--- src/rtl/fum_pkg.sv ---
// shared constants and types for the float unit mode and sequencing block
// Notes on behaviour
// - mode bits from opcode plus unload bit0
// - new mode acts one edge after capture
// - controller writes mode before first operand
// - timing bit picks bypass or three stages
// - two round bits pick one of four
// - controller always writes infinity bit zero
// - denorm bit: IEEE or zero substitution
// - flush denormals below two to minus 128
// - pair bypass with IEEE, staged with flush
// - bypass skips pipe registers, one operation
// - upper half then lower half, function first
// - array inputs load one cycle after lower
// - bypass: at least five idles before unloading
// - unload half captured, driven next edge
// - flags loaded on upper unload, held
// - unloading keeps array result intact
// - bypass latency nine cycles overall
// - staged accepts one operation per two cycles
// - mode write enables stages, resets phase
// - mode or idle only after lower half
// - staged pipe advances only on loads
// - staged results every two cycles
// - load command decode of four codes
// - unload command decode, 1x floats outputs
package fum_pkg;

  typedef enum logic [1:0] {
    FUM_IDLE_LOAD  = 2'h0,
    FUM_LOAD_BOTH  = 2'h1,
    FUM_LOAD_FIRST = 2'h2,
    FUM_LOAD_MODE  = 2'h3
  } fum_load_t;

  typedef enum logic [1:0] {
    FUM_UNLOAD_UPPER = 2'h0,
    FUM_UNLOAD_LOWER = 2'h1,
    FUM_OUTPUT_FLOAT = 2'h2
  } fum_unload_t;

  // mode field positions
  localparam int MODE_TIMING_BIT = 0;
  localparam int MODE_ROUND_LO   = 1;
  localparam int MODE_INF_BIT    = 3;
  localparam int MODE_DENORM_BIT = 4;
  localparam logic [4:0] MODE_RESET = 5'h00;

  localparam logic [1:0] ROUND_NEAREST_EVEN = 2'h0;
  localparam logic [1:0] ROUND_TOWARD_ZERO  = 2'h1;
  localparam logic [1:0] ROUND_PLUS_INF     = 2'h2;
  localparam logic [1:0] ROUND_MINUS_INF    = 2'h3;

  // sequencing counts
  localparam logic [3:0] BYPASS_IDLE_CYCLES = 4'h5;
  localparam logic [3:0] STAGED_DRAIN_LOADS = 4'h6;

  // controller register map (byte addresses)
  localparam logic [7:0] ADDR_MODE      = 8'h00;
  localparam logic [7:0] ADDR_OPERAND_A = 8'h04;
  localparam logic [7:0] ADDR_OPERAND_B = 8'h08;
  localparam logic [7:0] ADDR_START     = 8'h0C;
  localparam logic [7:0] ADDR_RESULT    = 8'h10;
  localparam logic [7:0] ADDR_STATUS    = 8'h14;
  localparam int START_LOADB_BIT = 4;
  localparam logic [1:0] RESP_OKAY   = 2'h0;
  localparam logic [1:0] RESP_SLVERR = 2'h2;

endpackage

--- src/rtl/fum_link_if.sv ---
// half-word link between the sequencer and the float unit
`timescale 1ns/1ps
interface fum_link_if;
  logic [1:0]  loadCmd;
  logic [1:0]  unloadCmd;
  logic [3:0]  opcode;
  logic [15:0] opAHalf;
  logic [15:0] opBHalf;
  logic [15:0] resultBus;
  logic        resultOe;
  logic [2:0]  flagsBus;

  modport dev (
    input  loadCmd, unloadCmd, opcode, opAHalf, opBHalf,
    output resultBus, resultOe, flagsBus
  );
  modport host (
    output loadCmd, unloadCmd, opcode, opAHalf, opBHalf,
    input  resultBus, resultOe, flagsBus
  );
endinterface

--- src/rtl/fum_host.sv ---
// sequencer end: AXI4-Lite registers driving the half-word link
`timescale 1ns/1ps
module fum_host
  import fum_pkg::*;
(
  // clock and reset
  input  wire logic        sys_clk,
  input  wire logic        rstn,
  // AXI4-Lite write
  input  wire logic [7:0]  awaddr,
  input  wire logic        awvalid,
  output logic             awready,
  input  wire logic [31:0] wdata,
  input  wire logic [3:0]  wstrb,
  input  wire logic        wvalid,
  output logic             wready,
  output logic [1:0]       bresp,
  output logic             bvalid,
  input  wire logic        bready,
  // AXI4-Lite read
  input  wire logic [7:0]  araddr,
  input  wire logic        arvalid,
  output logic             arready,
  output logic [31:0]      rdata,
  output logic [1:0]       rresp,
  output logic             rvalid,
  input  wire logic        rready,
  // link
  fum_link_if.host         link
);

  typedef enum logic [3:0] {
    ST_IDLE  = 4'h0,
    ST_MODE  = 4'h1,
    ST_UPPER = 4'h2,
    ST_LOWER = 4'h3,
    ST_WAIT  = 4'h4,
    ST_UNLHI = 4'h5,
    ST_UNLLO = 4'h6,
    ST_GRBHI = 4'h7,
    ST_GRBLO = 4'h8
  } fum_hstate_t;

  fum_hstate_t state_reg, state_next;
  logic [4:0]  mode_reg;
  logic [31:0] opA_reg;
  logic [31:0] opB_reg;
  logic [3:0]  func_reg;
  logic        both_reg;
  logic [31:0] result_reg;
  logic [2:0]  flags_reg;
  logic [3:0]  cnt_reg;
  logic        bvalid_reg;
  logic [1:0]  bresp_reg;
  logic        rvalid_reg;
  logic [31:0] rdata_reg;
  logic [1:0]  rresp_reg;

  wire        busy     = (state_reg != ST_IDLE);
  wire        wrTake   = awvalid & wvalid & ~bvalid_reg;
  wire        rdTake   = arvalid & ~rvalid_reg;
  wire        wrMode   = wrTake & (awaddr == ADDR_MODE);
  wire        wrA      = wrTake & (awaddr == ADDR_OPERAND_A);
  wire        wrB      = wrTake & (awaddr == ADDR_OPERAND_B);
  wire        wrStart  = wrTake & (awaddr == ADDR_START);
  wire        wrMapped = wrMode | wrA | wrB | wrStart;
  wire        staged   = mode_reg[MODE_TIMING_BIT];
  wire        cntDone  = (cnt_reg == 4'h1);
  wire [31:0] wrMask   = {{8{wstrb[3]}}, {8{wstrb[2]}},
                          {8{wstrb[1]}}, {8{wstrb[0]}}};
  wire [31:0] rdMux    =
    (araddr == ADDR_MODE)      ? {27'h0, mode_reg} :
    (araddr == ADDR_OPERAND_A) ? opA_reg :
    (araddr == ADDR_OPERAND_B) ? opB_reg :
    (araddr == ADDR_START)     ? {27'h0, both_reg, func_reg} :
    (araddr == ADDR_RESULT)    ? result_reg :
    (araddr == ADDR_STATUS)    ? {28'h0000000, flags_reg, busy} :
                                 32'h00000000;
  wire        rdMapped = (araddr <= ADDR_STATUS) & (araddr[1:0] == 2'h0);

  assign awready = wrTake;
  assign wready  = wrTake;
  assign bvalid  = bvalid_reg;
  assign bresp   = bresp_reg;
  assign arready = rdTake;
  assign rvalid  = rvalid_reg;
  assign rdata   = rdata_reg;
  assign rresp   = rresp_reg;

  // registers; writes during a sequence only update operands
  always_ff @(posedge sys_clk or negedge rstn) begin
    if (!rstn) begin
      mode_reg <= MODE_RESET;
      opA_reg  <= 32'h00000000;
      opB_reg  <= 32'h00000000;
      func_reg <= 4'h0;
      both_reg <= 1'b1;
    end else begin
      if (wrMode && !busy) begin
        mode_reg <= wdata[4:0] & ~(5'h01 << MODE_INF_BIT);
      end
      if (wrA) begin
        opA_reg <= (opA_reg & ~wrMask) | (wdata & wrMask);
      end
      if (wrB) begin
        opB_reg <= (opB_reg & ~wrMask) | (wdata & wrMask);
      end
      if (wrStart && !busy) begin
        func_reg <= wdata[3:0];
        both_reg <= wdata[START_LOADB_BIT];
      end
    end
  end

  always_ff @(posedge sys_clk or negedge rstn) begin
    if (!rstn) begin
      bvalid_reg <= 1'b0;
      bresp_reg  <= RESP_OKAY;
      rvalid_reg <= 1'b0;
      rdata_reg  <= 32'h00000000;
      rresp_reg  <= RESP_OKAY;
    end else begin
      if (wrTake) begin
        bvalid_reg <= 1'b1;
        bresp_reg  <= wrMapped ? RESP_OKAY : RESP_SLVERR;
      end else if (bready) begin
        bvalid_reg <= 1'b0;
      end
      if (rdTake) begin
        rvalid_reg <= 1'b1;
        rdata_reg  <= rdMux;
        rresp_reg  <= rdMapped ? RESP_OKAY : RESP_SLVERR;
      end else if (rready) begin
        rvalid_reg <= 1'b0;
      end
    end
  end

  // mode loaded before any operand via the mode register
  always_comb begin
    state_next = state_reg;
    unique case (state_reg)
      ST_IDLE:  if (wrMode) state_next = ST_MODE;
                else if (wrStart) state_next = ST_UPPER;
      ST_MODE:  state_next = ST_IDLE;
      ST_UPPER: state_next = ST_LOWER;
      ST_LOWER: state_next = ST_WAIT;
      // idle gap, staged drains with extra loads
      ST_WAIT:  if (cntDone) state_next = ST_UNLHI;
      ST_UNLHI: state_next = ST_UNLLO;
      ST_UNLLO: state_next = ST_GRBHI;
      ST_GRBHI: state_next = ST_GRBLO;
      ST_GRBLO: state_next = ST_IDLE;
      default:  state_next = ST_IDLE;
    endcase
  end

  always_ff @(posedge sys_clk or negedge rstn) begin
    if (!rstn) begin
      state_reg  <= ST_IDLE;
      cnt_reg    <= 4'h0;
      result_reg <= 32'h00000000;
      flags_reg  <= 3'h0;
    end else begin
      state_reg <= state_next;
      if (state_reg == ST_LOWER) begin
        cnt_reg <= staged ? STAGED_DRAIN_LOADS : BYPASS_IDLE_CYCLES;
      end else if (state_reg == ST_WAIT) begin
        cnt_reg <= cnt_reg - 4'h1;
      end
      if (state_reg == ST_GRBHI) begin
        result_reg[31:16] <= link.resultBus;
        flags_reg         <= link.flagsBus;
      end
      if (state_reg == ST_GRBLO) begin
        result_reg[15:0] <= link.resultBus;
      end
    end
  end

  wire inOperand = (state_reg == ST_UPPER) | (state_reg == ST_LOWER);
  wire inDrain   = (state_reg == ST_WAIT) & staged;
  // drain starts on an upper phase: even counts upper, odd counts lower
  wire sendLower = (state_reg == ST_LOWER) | (inDrain & cnt_reg[0]);
  wire [1:0] opLoad = both_reg ? FUM_LOAD_BOTH : FUM_LOAD_FIRST;

  // load codes; idle and mode only after a lower half
  assign link.loadCmd =
    (state_reg == ST_MODE)  ? FUM_LOAD_MODE :
    inOperand               ? opLoad :
    inDrain                 ? FUM_LOAD_BOTH :
                              FUM_IDLE_LOAD;
  // mode spread over opcode and unload bit 0
  assign link.unloadCmd =
    (state_reg == ST_MODE)  ? {1'b1, mode_reg[MODE_TIMING_BIT]} :
    (state_reg == ST_UNLHI) ? FUM_UNLOAD_UPPER :
    (state_reg == ST_UNLLO) ? FUM_UNLOAD_LOWER :
                              FUM_OUTPUT_FLOAT;
  assign link.opcode =
    (state_reg == ST_MODE) ? mode_reg[4:1] : func_reg;
  assign link.opAHalf = sendLower ? opA_reg[15:0] : opA_reg[31:16];
  assign link.opBHalf = sendLower ? opB_reg[15:0] : opB_reg[31:16];

endmodule

--- src/flat_wrapper.sv ---
// flat-port wrapper written by rule: the top's interface ports become plain ports
module fum_host_flat import fum_pkg::*;
  (sys_clk, rstn, awaddr, awvalid, awready, wdata, wstrb, wvalid, wready, bresp, bvalid, bready, araddr, arvalid, arready, rdata, rresp, rvalid, rready, link_loadCmd, link_unloadCmd, link_opcode, link_opAHalf, link_opBHalf, link_resultBus, link_resultOe, link_flagsBus);
  fum_link_if link_i ();
  input  wire logic sys_clk;
  input  wire logic rstn;
  input  wire logic [7:0] awaddr;
  input  wire logic awvalid;
  output logic awready;
  input  wire logic [31:0] wdata;
  input  wire logic [3:0] wstrb;
  input  wire logic wvalid;
  output logic wready;
  output logic [1:0] bresp;
  output logic bvalid;
  input  wire logic bready;
  input  wire logic [7:0] araddr;
  input  wire logic arvalid;
  output logic arready;
  output logic [31:0] rdata;
  output logic [1:0] rresp;
  output logic rvalid;
  input  wire logic rready;
  output wire logic [$bits(link_i.loadCmd)-1:0] link_loadCmd;
  output wire logic [$bits(link_i.unloadCmd)-1:0] link_unloadCmd;
  output wire logic [$bits(link_i.opcode)-1:0] link_opcode;
  output wire logic [$bits(link_i.opAHalf)-1:0] link_opAHalf;
  output wire logic [$bits(link_i.opBHalf)-1:0] link_opBHalf;
  input wire logic [$bits(link_i.resultBus)-1:0] link_resultBus;
  input wire logic [$bits(link_i.resultOe)-1:0] link_resultOe;
  input wire logic [$bits(link_i.flagsBus)-1:0] link_flagsBus;
  assign link_loadCmd = link_i.loadCmd;
  assign link_unloadCmd = link_i.unloadCmd;
  assign link_opcode = link_i.opcode;
  assign link_opAHalf = link_i.opAHalf;
  assign link_opBHalf = link_i.opBHalf;
  assign link_i.resultBus = link_resultBus;
  assign link_i.resultOe = link_resultOe;
  assign link_i.flagsBus = link_flagsBus;
  fum_host u_core (.sys_clk(sys_clk), .rstn(rstn), .awaddr(awaddr), .awvalid(awvalid), .awready(awready), .wdata(wdata), .wstrb(wstrb), .wvalid(wvalid), .wready(wready), .bresp(bresp), .bvalid(bvalid), .bready(bready), .araddr(araddr), .arvalid(arvalid), .arready(arready), .rdata(rdata), .rresp(rresp), .rvalid(rvalid), .rready(rready), .link(link_i));
endmodule
--- config.mk ---
export PLATFORM = sky130hd
export DESIGN_NAME = fum_host_flat
export DESIGN_NICKNAME = d
export VERILOG_FILES = /design/src/rtl/fum_pkg.sv /design/src/rtl/fum_link_if.sv /design/src/rtl/fum_host.sv /design/src/flat_wrapper.sv
export SDC_FILE = /design/constraint.sdc
export NUM_CORES = 1
export LEC_CHECK = 0
export BUFFER_PORTS_ARGS = -buffer_cell sky130_fd_sc_hd__buf_2
export CORE_MARGIN = 8
export CORE_UTILIZATION = 40
export CTS_BUF_LIST = sky130_fd_sc_hd__clkbuf_8
export CTS_CLUSTER_DIAMETER = 200
export DETAILED_ROUTE_END_ITERATION = 10
export PLACE_DENSITY = 0.59
export SYNTH_ARGS = -nofsm -noshare
export SYNTH_HDL_FRONTEND = slang
export SYNTH_SLANG_ARGS = --single-unit
--- constraint.sdc ---
create_clock -name sys_clk -period 2.5 [get_ports sys_clk]
set_input_delay 0.125 -clock sys_clk [delete_from_list [all_inputs] [get_ports sys_clk]]
set_output_delay 0.125 -clock sys_clk [all_outputs]
set_load 0.1 [all_outputs]
Word level (Yosys, flattened, before mapping)
Cells that the tools add are included.
{ "totals": {"ff_bits": 154, "input_bits": 79, "out_inout_bits": 81, "wordCells": 100} }
{ "classes": {"add_sub_neg": 1, "magnitude_cmp": 1, "eq_ne": 19, "muxes": 29, "bitwise": 23, "n_reduce_logical": 12} }
{ "ops": {"columns": ["operator", "n"], "rows": [
  ["$mux W32", 5],
  ["$and A32 B32 Y32", 3],
  ["$or A32 B32 Y32", 2],
  ["$eq A8 B4 Y1 const B", 4],
  ["$mux W16", 2],
  ["$not A32 Y32", 1],
  ["$mux W4", 7],
  ["$pmux W4 S7", 1],
  ["$mux W2", 9],
  ["$eq A4 B3 Y1 const B", 4],
  ["$eq A8 B3 Y1 const B", 2],
  ["$eq A8 B5 Y1 const B", 2],
  ["$logic_not A8 Y1", 2],
  ["$and A1 B1 Y1", 10],
  ["$eq A4 B1 Y1 const B", 2],
  ["$eq A4 B2 Y1 const B", 2],
  ["$le A8 B5 Y1 const B", 1],
  ["$reduce_bool A2 Y1", 3],
  ["$mux W1", 5],
  ["$or A1 B1 Y1", 5],
  ["$eq A4 B4 Y1 const B", 1],
  ["$logic_not A4 Y1", 1],
  ["$reduce_bool A4 Y1", 1],
  ["$sub A4 B1 Y4 const B", 1],
  ["7 further kinds", 9]
]} }

Logic depth before layout (Yosys ltp)
Gate-level depths: netlist (run 1).
{ "logic_depth": {"ltp_word": 7, "mapped_depth": 7, "depth_no_buf": 6} }

Least setup slack after synthesis (run 1)
Ideal clock, no wire load.
{ "synth_timing": {"path_type": "reg-to-output", "startpoint": "register u_core.state_reg[1]", "endpoint": "output port link_loadCmd[1]", "arrival_ps": 2871, "required_ps": 2375, "path_slack_ps": -496, "path_stages_with_launch": 5, "path_buffers": 1, "cell_sequence": "dfrtp_1 clkbuf_1 nor2b_1 a21oi_1 nor3_1"} }
{ "synth_between": {"elab_chain_len": 4, "word_cells_on_any_way": 6, "cone_classes": "eq/ne (3); mux (2); bitwise (1)"} }
{ "synth_rtl": {"columns": ["item", "line_no", "rtl"], "rows": [
  ["start, declared", "fum_host.sv:44", "fum_hstate_t state_reg, state_next;"],
  ["start signal, assigned", "fum_host.sv:165", "state_reg <= state_next;"],
  ["$eq A4 B2 Y1", "fum_host.sv:181", "wire inOperand = (state_reg == ST_UPPER) | (state_reg == ST_LOWER);"],
  ["$or A1 B1 Y1", "fum_host.sv:181", null],
  ["$mux W2", "fum_host.sv:190", "inOperand ? opLoad :"],
  ["$mux W2 (*)", "fum_host.sv:189", "(state_reg == ST_MODE) ? FUM_LOAD_MODE :"],
  ["end, declared", "flat_wrapper.sv:24", "output wire logic [$bits(link_i.loadCmd)-1:0] link_loadCmd;"]
]} }
Every way passes the cells marked *; elsewhere a longest branch is shown, timed or not.

Final worst setup path (run 1)
{ "layout_timing": {"startpoint": "register u_core.state_reg[3]", "endpoint": "output port link_opBHalf[8]"} }
{ "layout_between": {"elab_chain_len": 5, "word_cells_on_any_way": 6, "cone_classes": "eq/ne (2); mux (1); bitwise (3)"} }
{ "layout_rtl": {"columns": ["item", "line_no", "rtl"], "rows": [
  ["$eq A4 B3 Y1", "fum_host.sv:182", "wire inDrain = (state_reg == ST_WAIT) & staged;"],
  ["$and A1 B1 Y1", "fum_host.sv:182", null],
  ["$and A1 B1 Y1", "fum_host.sv:184", "wire sendLower = (state_reg == ST_LOWER) | (inDrain & cnt_reg[0]);"],
  ["$or A1 B1 Y1 (*)", "fum_host.sv:184", null],
  ["$mux W16 (*)", "fum_host.sv:202", "assign link.opBHalf = sendLower ? opB_reg[15:0] : opB_reg[31:16];"],
  ["end, declared", "flat_wrapper.sv:28", "output wire logic [$bits(link_i.opBHalf)-1:0] link_opBHalf;"]
]} }
Marked as above.

==> results of run 1 <==
-- per-layer routing --
metal	track usage (%)	share of wire, %	up-vias
li1	-	-	2566
met1	25.1	43	2893
met2	32.9	49	210
met3	4.07	6.2	36
met4	6.51	2.0	0
met5	0	0	-
-- area by class of cell --
class                           count  area [µm²]  area share [%]
Tap cell                          225         282            2.79
Multi-Input combinational cell    380        3290            32.6
Sequential cell                   152        3810            37.7
Clock buffer                       20         275            2.73
Inverter                           11        41.3           0.409
Timing Repair Buffer              243        2220            22.0
Clock inverter                     12         173            1.71
-- cell usage in the layout (no fill, tap or decap), types with 7 or more instances in the layout --
cell type      instances
o21ai_0                7
buf_12                39
buf_4                 23
mux2_2               109
clkbuf_8              20
dlygate4sd3_1         54
mux2_4                36
dfrtp_1              150
a22o_1                27
a21oi_1                9
buf_2                119
inv_1                 12
nand2_1               20
nor2_1                67
a221oi_1              33
-- cells in the mapped netlist (all sizes together), types with 3 or more instances --
cell type  number  share of area (%)
a221o           3               0.42
nand2          21                1.1
a211oi          3               0.32
nor3            4               0.28
buf            13                1.1
a21oi           9               0.63
or2             3               0.26
inv            11               0.58
a221oi         33                4.1
or4             3               0.37
nor4            3               0.26
dfrtp         151                 53
a22o           27                3.3
nand3           5               0.35
o21ai           8               0.56
nand3b          4               0.42
nor2b           7               0.62
clkbuf         24                1.3
mux2          147                 23
nor2           68                3.6
-- cells by family after synthesis --
group | Yosys count
AO/OA/AOI/OAI | 94
flip-flops | 152
XOR/XNOR | 2
AND/OR/NAND/NOR | 132
adder cells (fa/ha/maj) | 2
buffers and inverters | 48
other | 1
multiplexers | 148
-- stage by stage --
| step | hold slack, ps | utilization (%) | setup slack [ps] | area (µm²) |
|---|---|---|---|---|
| after floorplan | -171 | - | -5.43 | 7140 |
| after global placement | 178 | 50.5 | 215 | 8770 |
| after detailed placement | 196 | 50.5 | 165 | 8770 |
| after CTS | 60.5 | 56.5 | -4.90 | 9800 |
| after global routing | 93.1 | 58.1 | -88.0 | 10100 |
| final | 74.1 | 58.1 | -46.7 | 10100 |
-- critical path, cell delays in order, from the launching register on --
cell and delay [ps]:
dfrtp_1 410, buf_6 140, nor4b_4 350, nand3_2 210, nand2_8 180, clkbuf_16 180
mux2_4 330, buf_12 170
-- where the power goes --
| group | switching (W) | total, W | internal, W |
|---|---|---|---|
| logic | 0.00124 | 0.00164 | 0.000405 |
| registers | 0.000124 | 0.00276 | 0.00264 |
| clock network | 0.000918 | 0.00208 | 0.00116 |
| total | 0.00228 | 0.00649 | 0.00421 |
-- repair_timing --
action                                 CTS  global route
endpoints found under the hold margin  177             0
pin swaps                                0             3
setup buffers                            0             6
setup endpoints to repair               32            35
gates resized for setup                 11            39
cloned                                   0             4
hold buffers                            54             0
-- final timing paths --
| kind | start | endpoint | slack (ps) | cells past startpoint |
|---|---|---|---|---|
| setup reg to reg | u_core.state_reg[1] | u_core.mode_reg[1] | 30 | 5 |
| max in group asynchronous | rstn | u_core.both_reg | 1450 | 3 |
| min in group asynchronous | rstn | asynchronous set/reset pin | 250 | 2 |
| hold / removal | awaddr[7] | u_core.bresp[1] | 70 | 4 |
| setup / recovery | u_core.state_reg[3] | link_opBHalf[8] | -50 | 7 |
| hold reg to reg | u_core.rdata[3] | u_core.rdata[3] | 500 | 2 |
==> results.json, run 1 <==
{
  "outcome": "finished with violations",
  "violations": "negative setup slack",
  "dieWidth_um": 149,
  "hold_path.class": "in -> reg",
  "design.core.area_um2": 17400,
  "grt_pass1_vias": 5942,
  "cp-start-kind": "flip-flop",
  "place_inst": 947,
  "p_leak_nw": 4.82,
  "crit_type": "reg -> out",
  "stdcell_count": 1043,
  "drt_wl_total_um": 22500,
  "firstDrtPassIters": 6,
  "synth_seq_cells": 152,
  "root_buffer": "clkbuf_8",
  "gp_congestion": 0.846,
  "power_density_nw_per_um2": 643,
  "wl_per_cell_um": 21.6,
  "total_power_w": 0.00649,
  "row_count": 48,
  "drc": 0,
  "finalHoldViolCount": 0,
  "diodes": 0,
  "grt_max_degree": 71,
  "ys_warn_count": 0,
  "ant_nets": 0,
  "async_flop_share_pct": 100,
  "cts.sinks": 152,
  "rsz0062_at_grt": "true",
  "synth.area.mux_share_pct": 23.6,
  "syn-cell-area_um2": 7120,
  "synth-simple-area-share_pct": 8.79,
  "cts_tree": "done",
  "synth_cells": 579,
  "cp-end-kind": "output pin",
  "tightest_slew_ps": 688,
  "dieArea_um2": 22300,
  "maxSlewViolCount": 0,
  "drive_gt1_share_pct": 46.6,
  "clock_skew_ps": 7.77,
  "setup_viol_count_final": 26,
  "fmax_mhz": 393,
  "synthXorXnorAreaFrac_pct": 0.246,
  "drv_cap": 0,
  "start_util_pct": 41.0,
  "fin_crit_sh_pct": 102,
  "clkSlewWorstSetupHoldPaths_ps": 80,
  "synthAdderAreaFrac_pct": 0.352,
  "area_growth_pct": 41.8,
  "via_per_inst": 5.47,
  "worstPathMaxFanout": 7,
  "dpl.hpwl_um": 15000,
  "grt_usage_pct": 19.7,
  "clock_path_buffers": 2,
  "synth-compound-area-share_pct": 10.5,
  "fillerInstances": 1431,
  "layout.nets": 886,
  "yosysUniqueCellTypes": 50,
  "overflow": 0,
  "die_h_um": 149,
  "syn_area_per_cell_um2": 12.3,
  "worstPathArrival_ps": 2420,
  "htree_levels": 4,
  "pin_count": 160,
  "synth_top_family_by_area": "multiplexers",
  "vias": 5705,
  "antenna_found_initial": 0,
  "setup_tns_ps": -577,
  "port_buffers": 156,
  "grt_pass1_wl_um": 33900,
  "clk_latency_ps": 450,
  "ys_seq_area_share_pct": 53.5,
  "vdd_drop_max_v": 0.000314,
  "max_slew_margin_pct": 54.1,
  "ys.flop_type": "dfrtp_1",
  "cts_inserted_buffers": 17,
  "drt_iter0_drc": 279,
  "fin_crit_ps": 2550,
  "synth_edf_count": 0,
  "worst_slack_ps": -46.7,
  "crit_required_ps": 2380
}
(Power assumes the default switching activity.)
==> inputs of run 2 (changes only) <==
CTS_BUF_LIST = sky130_fd_sc_hd__clkbuf_4 sky130_fd_sc_hd__clkbuf_8 sky130_fd_sc_hd__clkbuf_16   (was sky130_fd_sc_hd__clkbuf_8)
==> results.json, run 2 (same netlist as run 1, synthesis figures left out) <==
{
  "crit_type": "reg -> out",
  "layout_commonest_cell": "dfrtp_1",
  "final_cell_area_um2": 10200,
  "cts_tree": "done",
  "layout.nets": 882,
  "stdcell_count": 1039,
  "worstPathArrival_ps": 2390,
  "place_inst": 947,
  "area_growth_pct": 43.1,
  "vdd_drop_max_v": 0.000473,
  "finalHoldViolCount": 0,
  "worst_slack_ps": -14.9,
  "die_h_um": 149,
  "start_util_pct": 41.0,
  "firstDrtPassIters": 5,
  "reg2reg_setup_slack_ps": 30,
  "dieArea_um2": 22300,
  "grt_usage_pct": 19.8,
  "grt_pass1_wl_um": 33900,
  "maxSlewViolCount": 0,
  "p_leak_nw": 4.87,
  "vias": 5674,
  "post_dp_cell_area_um2": 8770,
  "fmax_mhz": 398,
  "worstPathMaxFanout": 7,
  "cp-start-kind": "flip-flop",
  "design.core.area_um2": 17400,
  "cts.sinks": 152,
  "root_buffer": "clkbuf_16",
  "overflow": 0,
  "tightest_slew_ps": 685,
  "ant_nets": 0,
  "drive_gt1_share_pct": 46.8,
  "drt_iter0_drc": 230,
  "row_count": 48,
  "antenna_found_initial": 0,
  "grt_max_degree": 71,
  "setup_viol_count_final": 11,
  "fin_crit_sh_pct": 101,
  "outcome": "finished with violations",
  "diodes": 0,
  "cp-end-kind": "output pin",
  "fin_crit_ps": 2510,
  "gp_congestion": 0.846,
  "clock_skew_ps": 6.25,
  "max_slew_margin_pct": 54.3,
  "cts_inserted_buffers": 17,
  "power_density_nw_per_um2": 704,
  "crit_end": "link_opAHalf[8]",
  "pin_count": 160,
  "dieWidth_um": 149,
  "r2r-start": "u_core.state_reg[1]",
  "crit_required_ps": 2380,
  "rsz0062_at_grt": "true",
  "grt_pass1_vias": 5921,
  "drc": 0,
  "drv_cap": 0,
  "rr_worst_depth": 5,
  "htree_levels": 4,
  "via_per_inst": 5.46,
  "r2r-end": "u_core.mode_reg[1]",
  "setup.worst_path.start": "u_core.state_reg[3]",
  "hold_path.class": "in -> reg",
  "dpl.hpwl_um": 15000,
  "violations": "negative setup slack",
  "clk_latency_ps": 420,
  "final_cell_mix": "dfrtp_1, mux2_2, buf_2",
  "port_buffers": 156,
  "clock_path_buffers": 2,
  "wl_per_cell_um": 21.4,
  "drt_wl_total_um": 22200,
  "clkSlewWorstSetupHoldPaths_ps": 60,
  "final_core_util_pct": 58.7,
  "total_power_w": 0.00716
}
[run 2: cell count changes in the layout (fill, tap and decap cells not counted), sizes merged]
cell         before  now
dlygate4sd3      54   51
inv              13   12
[run 2: repair_timing]
item / CTS / global route
endpoints found under the hold margin: 164 / 0
pin swaps: 0 / 3
hold buffers: 51 / 0
resized for setup: 8 / 29
setup buffers: 0 / 6
gates cloned: 0 / 3
endpoints found under the setup margin: 32 / 35
[run 2: layer usage]
| layer | share of wire, % | track usage [%] | vias up |
|---|---|---|---|
| met4 | 1.6 | 6.11 | 0 |
| met2 | 49 | 32.6 | 211 |
| met5 | 0 | 0 | - |
| li1 | - | - | 2565 |
| met1 | 43 | 25.1 | 2864 |
| met3 | 5.8 | 4.82 | 34 |
[run 2: report_power, final]
part	switching [W]	internal (W)	leakage (nW)	total [W]
clock network	0.000999	0.00176	0.305	0.00276
registers	0.000124	0.00264	1.97	0.00277
logic	0.00123	0.000400	2.59	0.00163
[run 2: layout make-up]
type / count / area [µm²]
fillers: 1419 / 7180
flip-flops and latches: 152 / 3810
multi-input cells: 380 / 3240
repair buffers: 239 / 2170
clock buffers: 21 / 474
well taps: 225 / 282
clock inverters: 11 / 169
inverters: 11 / 41.3
[run 2: worst min-delay path by stage]
stage / from / end / slack [ps] / cells past startpoint
2_1_floorplan: rstn / asynchronous set/reset pin / -170 / 0
3_3_place_gp: rstn / u_core.rdata[4] / 180 / 1
3_5_place_dp: rstn / u_core.rdata[4] / 200 / 1
4_1_cts: wdata[4] / u_core.mode_reg[4] / 10 / 2
5_1_grt: wdata[0] / u_core.func_reg[0] / 10 / 2
6_report: wdata[4] / u_core.mode_reg[4] / 30 / 2
[run 2: through the flow]
step	setup TNS (ps)	setup WS (ps)	hold slack [ps]
final	-83.8	-14.9	28.5
after global routing	-1100	-68.2	11.9
after CTS	0	16.7	9.63
after detailed placement	0	165	196
after global placement	0	215	178
after floorplan	-5.43	-5.43	-171
[run 2: worst max-delay path, cell delays in order (launching register included)]
cell	delay, ps
dfrtp_1	400
buf_6	140
nor4b_4	350
nand3_2	200
nand2_8	170
clkbuf_16	170
mux2_2	360
buf_12	170
==> inputs of run 3 (changes only) <==
CTS_BUF_LIST = sky130_fd_sc_hd__clkbuf_16   (was sky130_fd_sc_hd__clkbuf_4 sky130_fd_sc_hd__clkbuf_8 sky130_fd_sc_hd__clkbuf_16)
SKIP_CTS_REPAIR_TIMING = 1   (was not set)
==> results.json, run 3 (same netlist as run 1, synthesis figures left out) <==
{
  "outcome": "finished with violations",
  "violations": "negative setup slack",
  "die_h_um": 149,
  "dpl.hpwl_um": 15000,
  "dieWidth_um": 149,
  "tightest_slew_ps": 693,
  "post_dp_cell_area_um2": 8770,
  "rsz0062_at_grt": "true",
  "final_core_util_pct": 57.2,
  "cp-end-kind": "output pin",
  "antenna_found_initial": 0,
  "area_growth_pct": 39.5,
  "ant_nets": 0,
  "start_util_pct": 41.0,
  "p_leak_nw": 4.77,
  "via_per_inst": 5.45,
  "clkSlewWorstSetupHoldPaths_ps": 60,
  "cts_inserted_buffers": 17,
  "cp-start-kind": "flip-flop",
  "min_from": "wdata[2]",
  "final_cell_mix": "dfrtp_1, mux2_2, buf_2",
  "final_cell_area_um2": 9930,
  "gp_congestion": 0.846,
  "setup_tns_ps": -274,
  "power_density_nw_per_um2": 710,
  "grt_pass1_vias": 5732,
  "drt_wl_total_um": 21700,
  "hold_path.class": "in -> reg",
  "clock_skew_ps": 4.17,
  "setup.worst_path.start": "u_core.state_reg[1]",
  "design.core.area_um2": 17400,
  "clk_latency_ps": 420,
  "layout_commonest_cell": "dfrtp_1",
  "vias": 5612,
  "setup_viol_count_final": 27,
  "worstPathArrival_ps": 2400,
  "drc": 0,
  "max_slew_margin_pct": 53.8,
  "total_power_w": 0.00705,
  "diodes": 0,
  "dieArea_um2": 22300,
  "row_count": 48,
  "worst_slack_ps": -23.3,
  "drive_gt1_share_pct": 45.6,
  "r2r-start": "u_core.state_reg[0]",
  "cts_tree": "done",
  "wl_per_cell_um": 21.1,
  "crit_type": "reg -> out",
  "crit_required_ps": 2380,
  "fin_crit_sh_pct": 101,
  "vdd_drop_max_v": 0.000472,
  "port_buffers": 156,
  "layout.nets": 872,
  "pin_count": 160,
  "pre_cts_ws_ps": 165,
  "finalHoldViolCount": 0,
  "fin_crit_ps": 2520,
  "firstDrtPassIters": 5,
  "fmax_mhz": 396,
  "htree_levels": 4,
  "worstPathMaxFanout": 18,
  "drt_iter0_drc": 258,
  "root_buffer": "clkbuf_16",
  "cts.sinks": 152,
  "maxSlewViolCount": 0,
  "overflow": 0,
  "clock_path_buffers": 2,
  "grt_max_degree": 71,
  "grt_pass1_wl_um": 33000,
  "drv_cap": 0,
  "grt_usage_pct": 19.3,
  "reg2reg_setup_slack_ps": 140
}
## run 3: layer usage
metal	wire length [µm]	track usage, %	part of all wire (%)	vias up
met5	0	0	0	-
met4	296	6.16	1.4	0
met3	1300	5.04	6.0	24
met2	10700	31.6	49	186
met1	9410	24.5	43	2848
li1	-	-	-	2554
## run 3: worst paths after layout
check | end | cells after the start
max in group asynchronous | u_core.both_reg | 3
min in group asynchronous | asynchronous set/reset pin | 2
worst min-delay path | flip-flop | 2
worst max-delay path | link_opAHalf[4] | 7
worst min register to register | u_core.rdata[4] | 2
worst max register to register | u_core.mode_reg[1] | 4
## run 3: worst max-delay path, cell delays in order, from the launching register on
cell	delay [ps]
dfrtp_1	390
buf_6	150
nor4b_4	340
nand3_1	170
nand2_2	160
buf_12	180
mux2_2	390
buf_12	180
## run 3: stage by stage
| stage | hold slack (ps) | instances |
|---|---|---|
| 4_1_cts | -251 | 979 |
| 3_3_place_gp | 178 | 947 |
| 6_report | 15.8 | 1029 |
| 3_5_place_dp | 196 | 947 |
| 5_1_grt | 4.17 | 1029 |
| 2_1_floorplan | -171 | 580 |
## run 3: report_power, final
part	total, W	internal, W	switching [W]
Clock	0.00265	0.00165	0.000998
Combinational	0.00163	0.000394	0.00123
Sequential	0.00277	0.00264	0.000124
## run 3: cell type report
| cell class | count | area, µm² |
|---|---|---|
| tap | 225 | 282 |
| sequential | 152 | 3810 |
| multi-input combinational | 380 | 3150 |
| clock inverter | 15 | 184 |
| inverter | 11 | 41.3 |
| timing repair buffer | 229 | 2040 |
| clock buffer | 17 | 425 |
| fill | 1449 | 7430 |
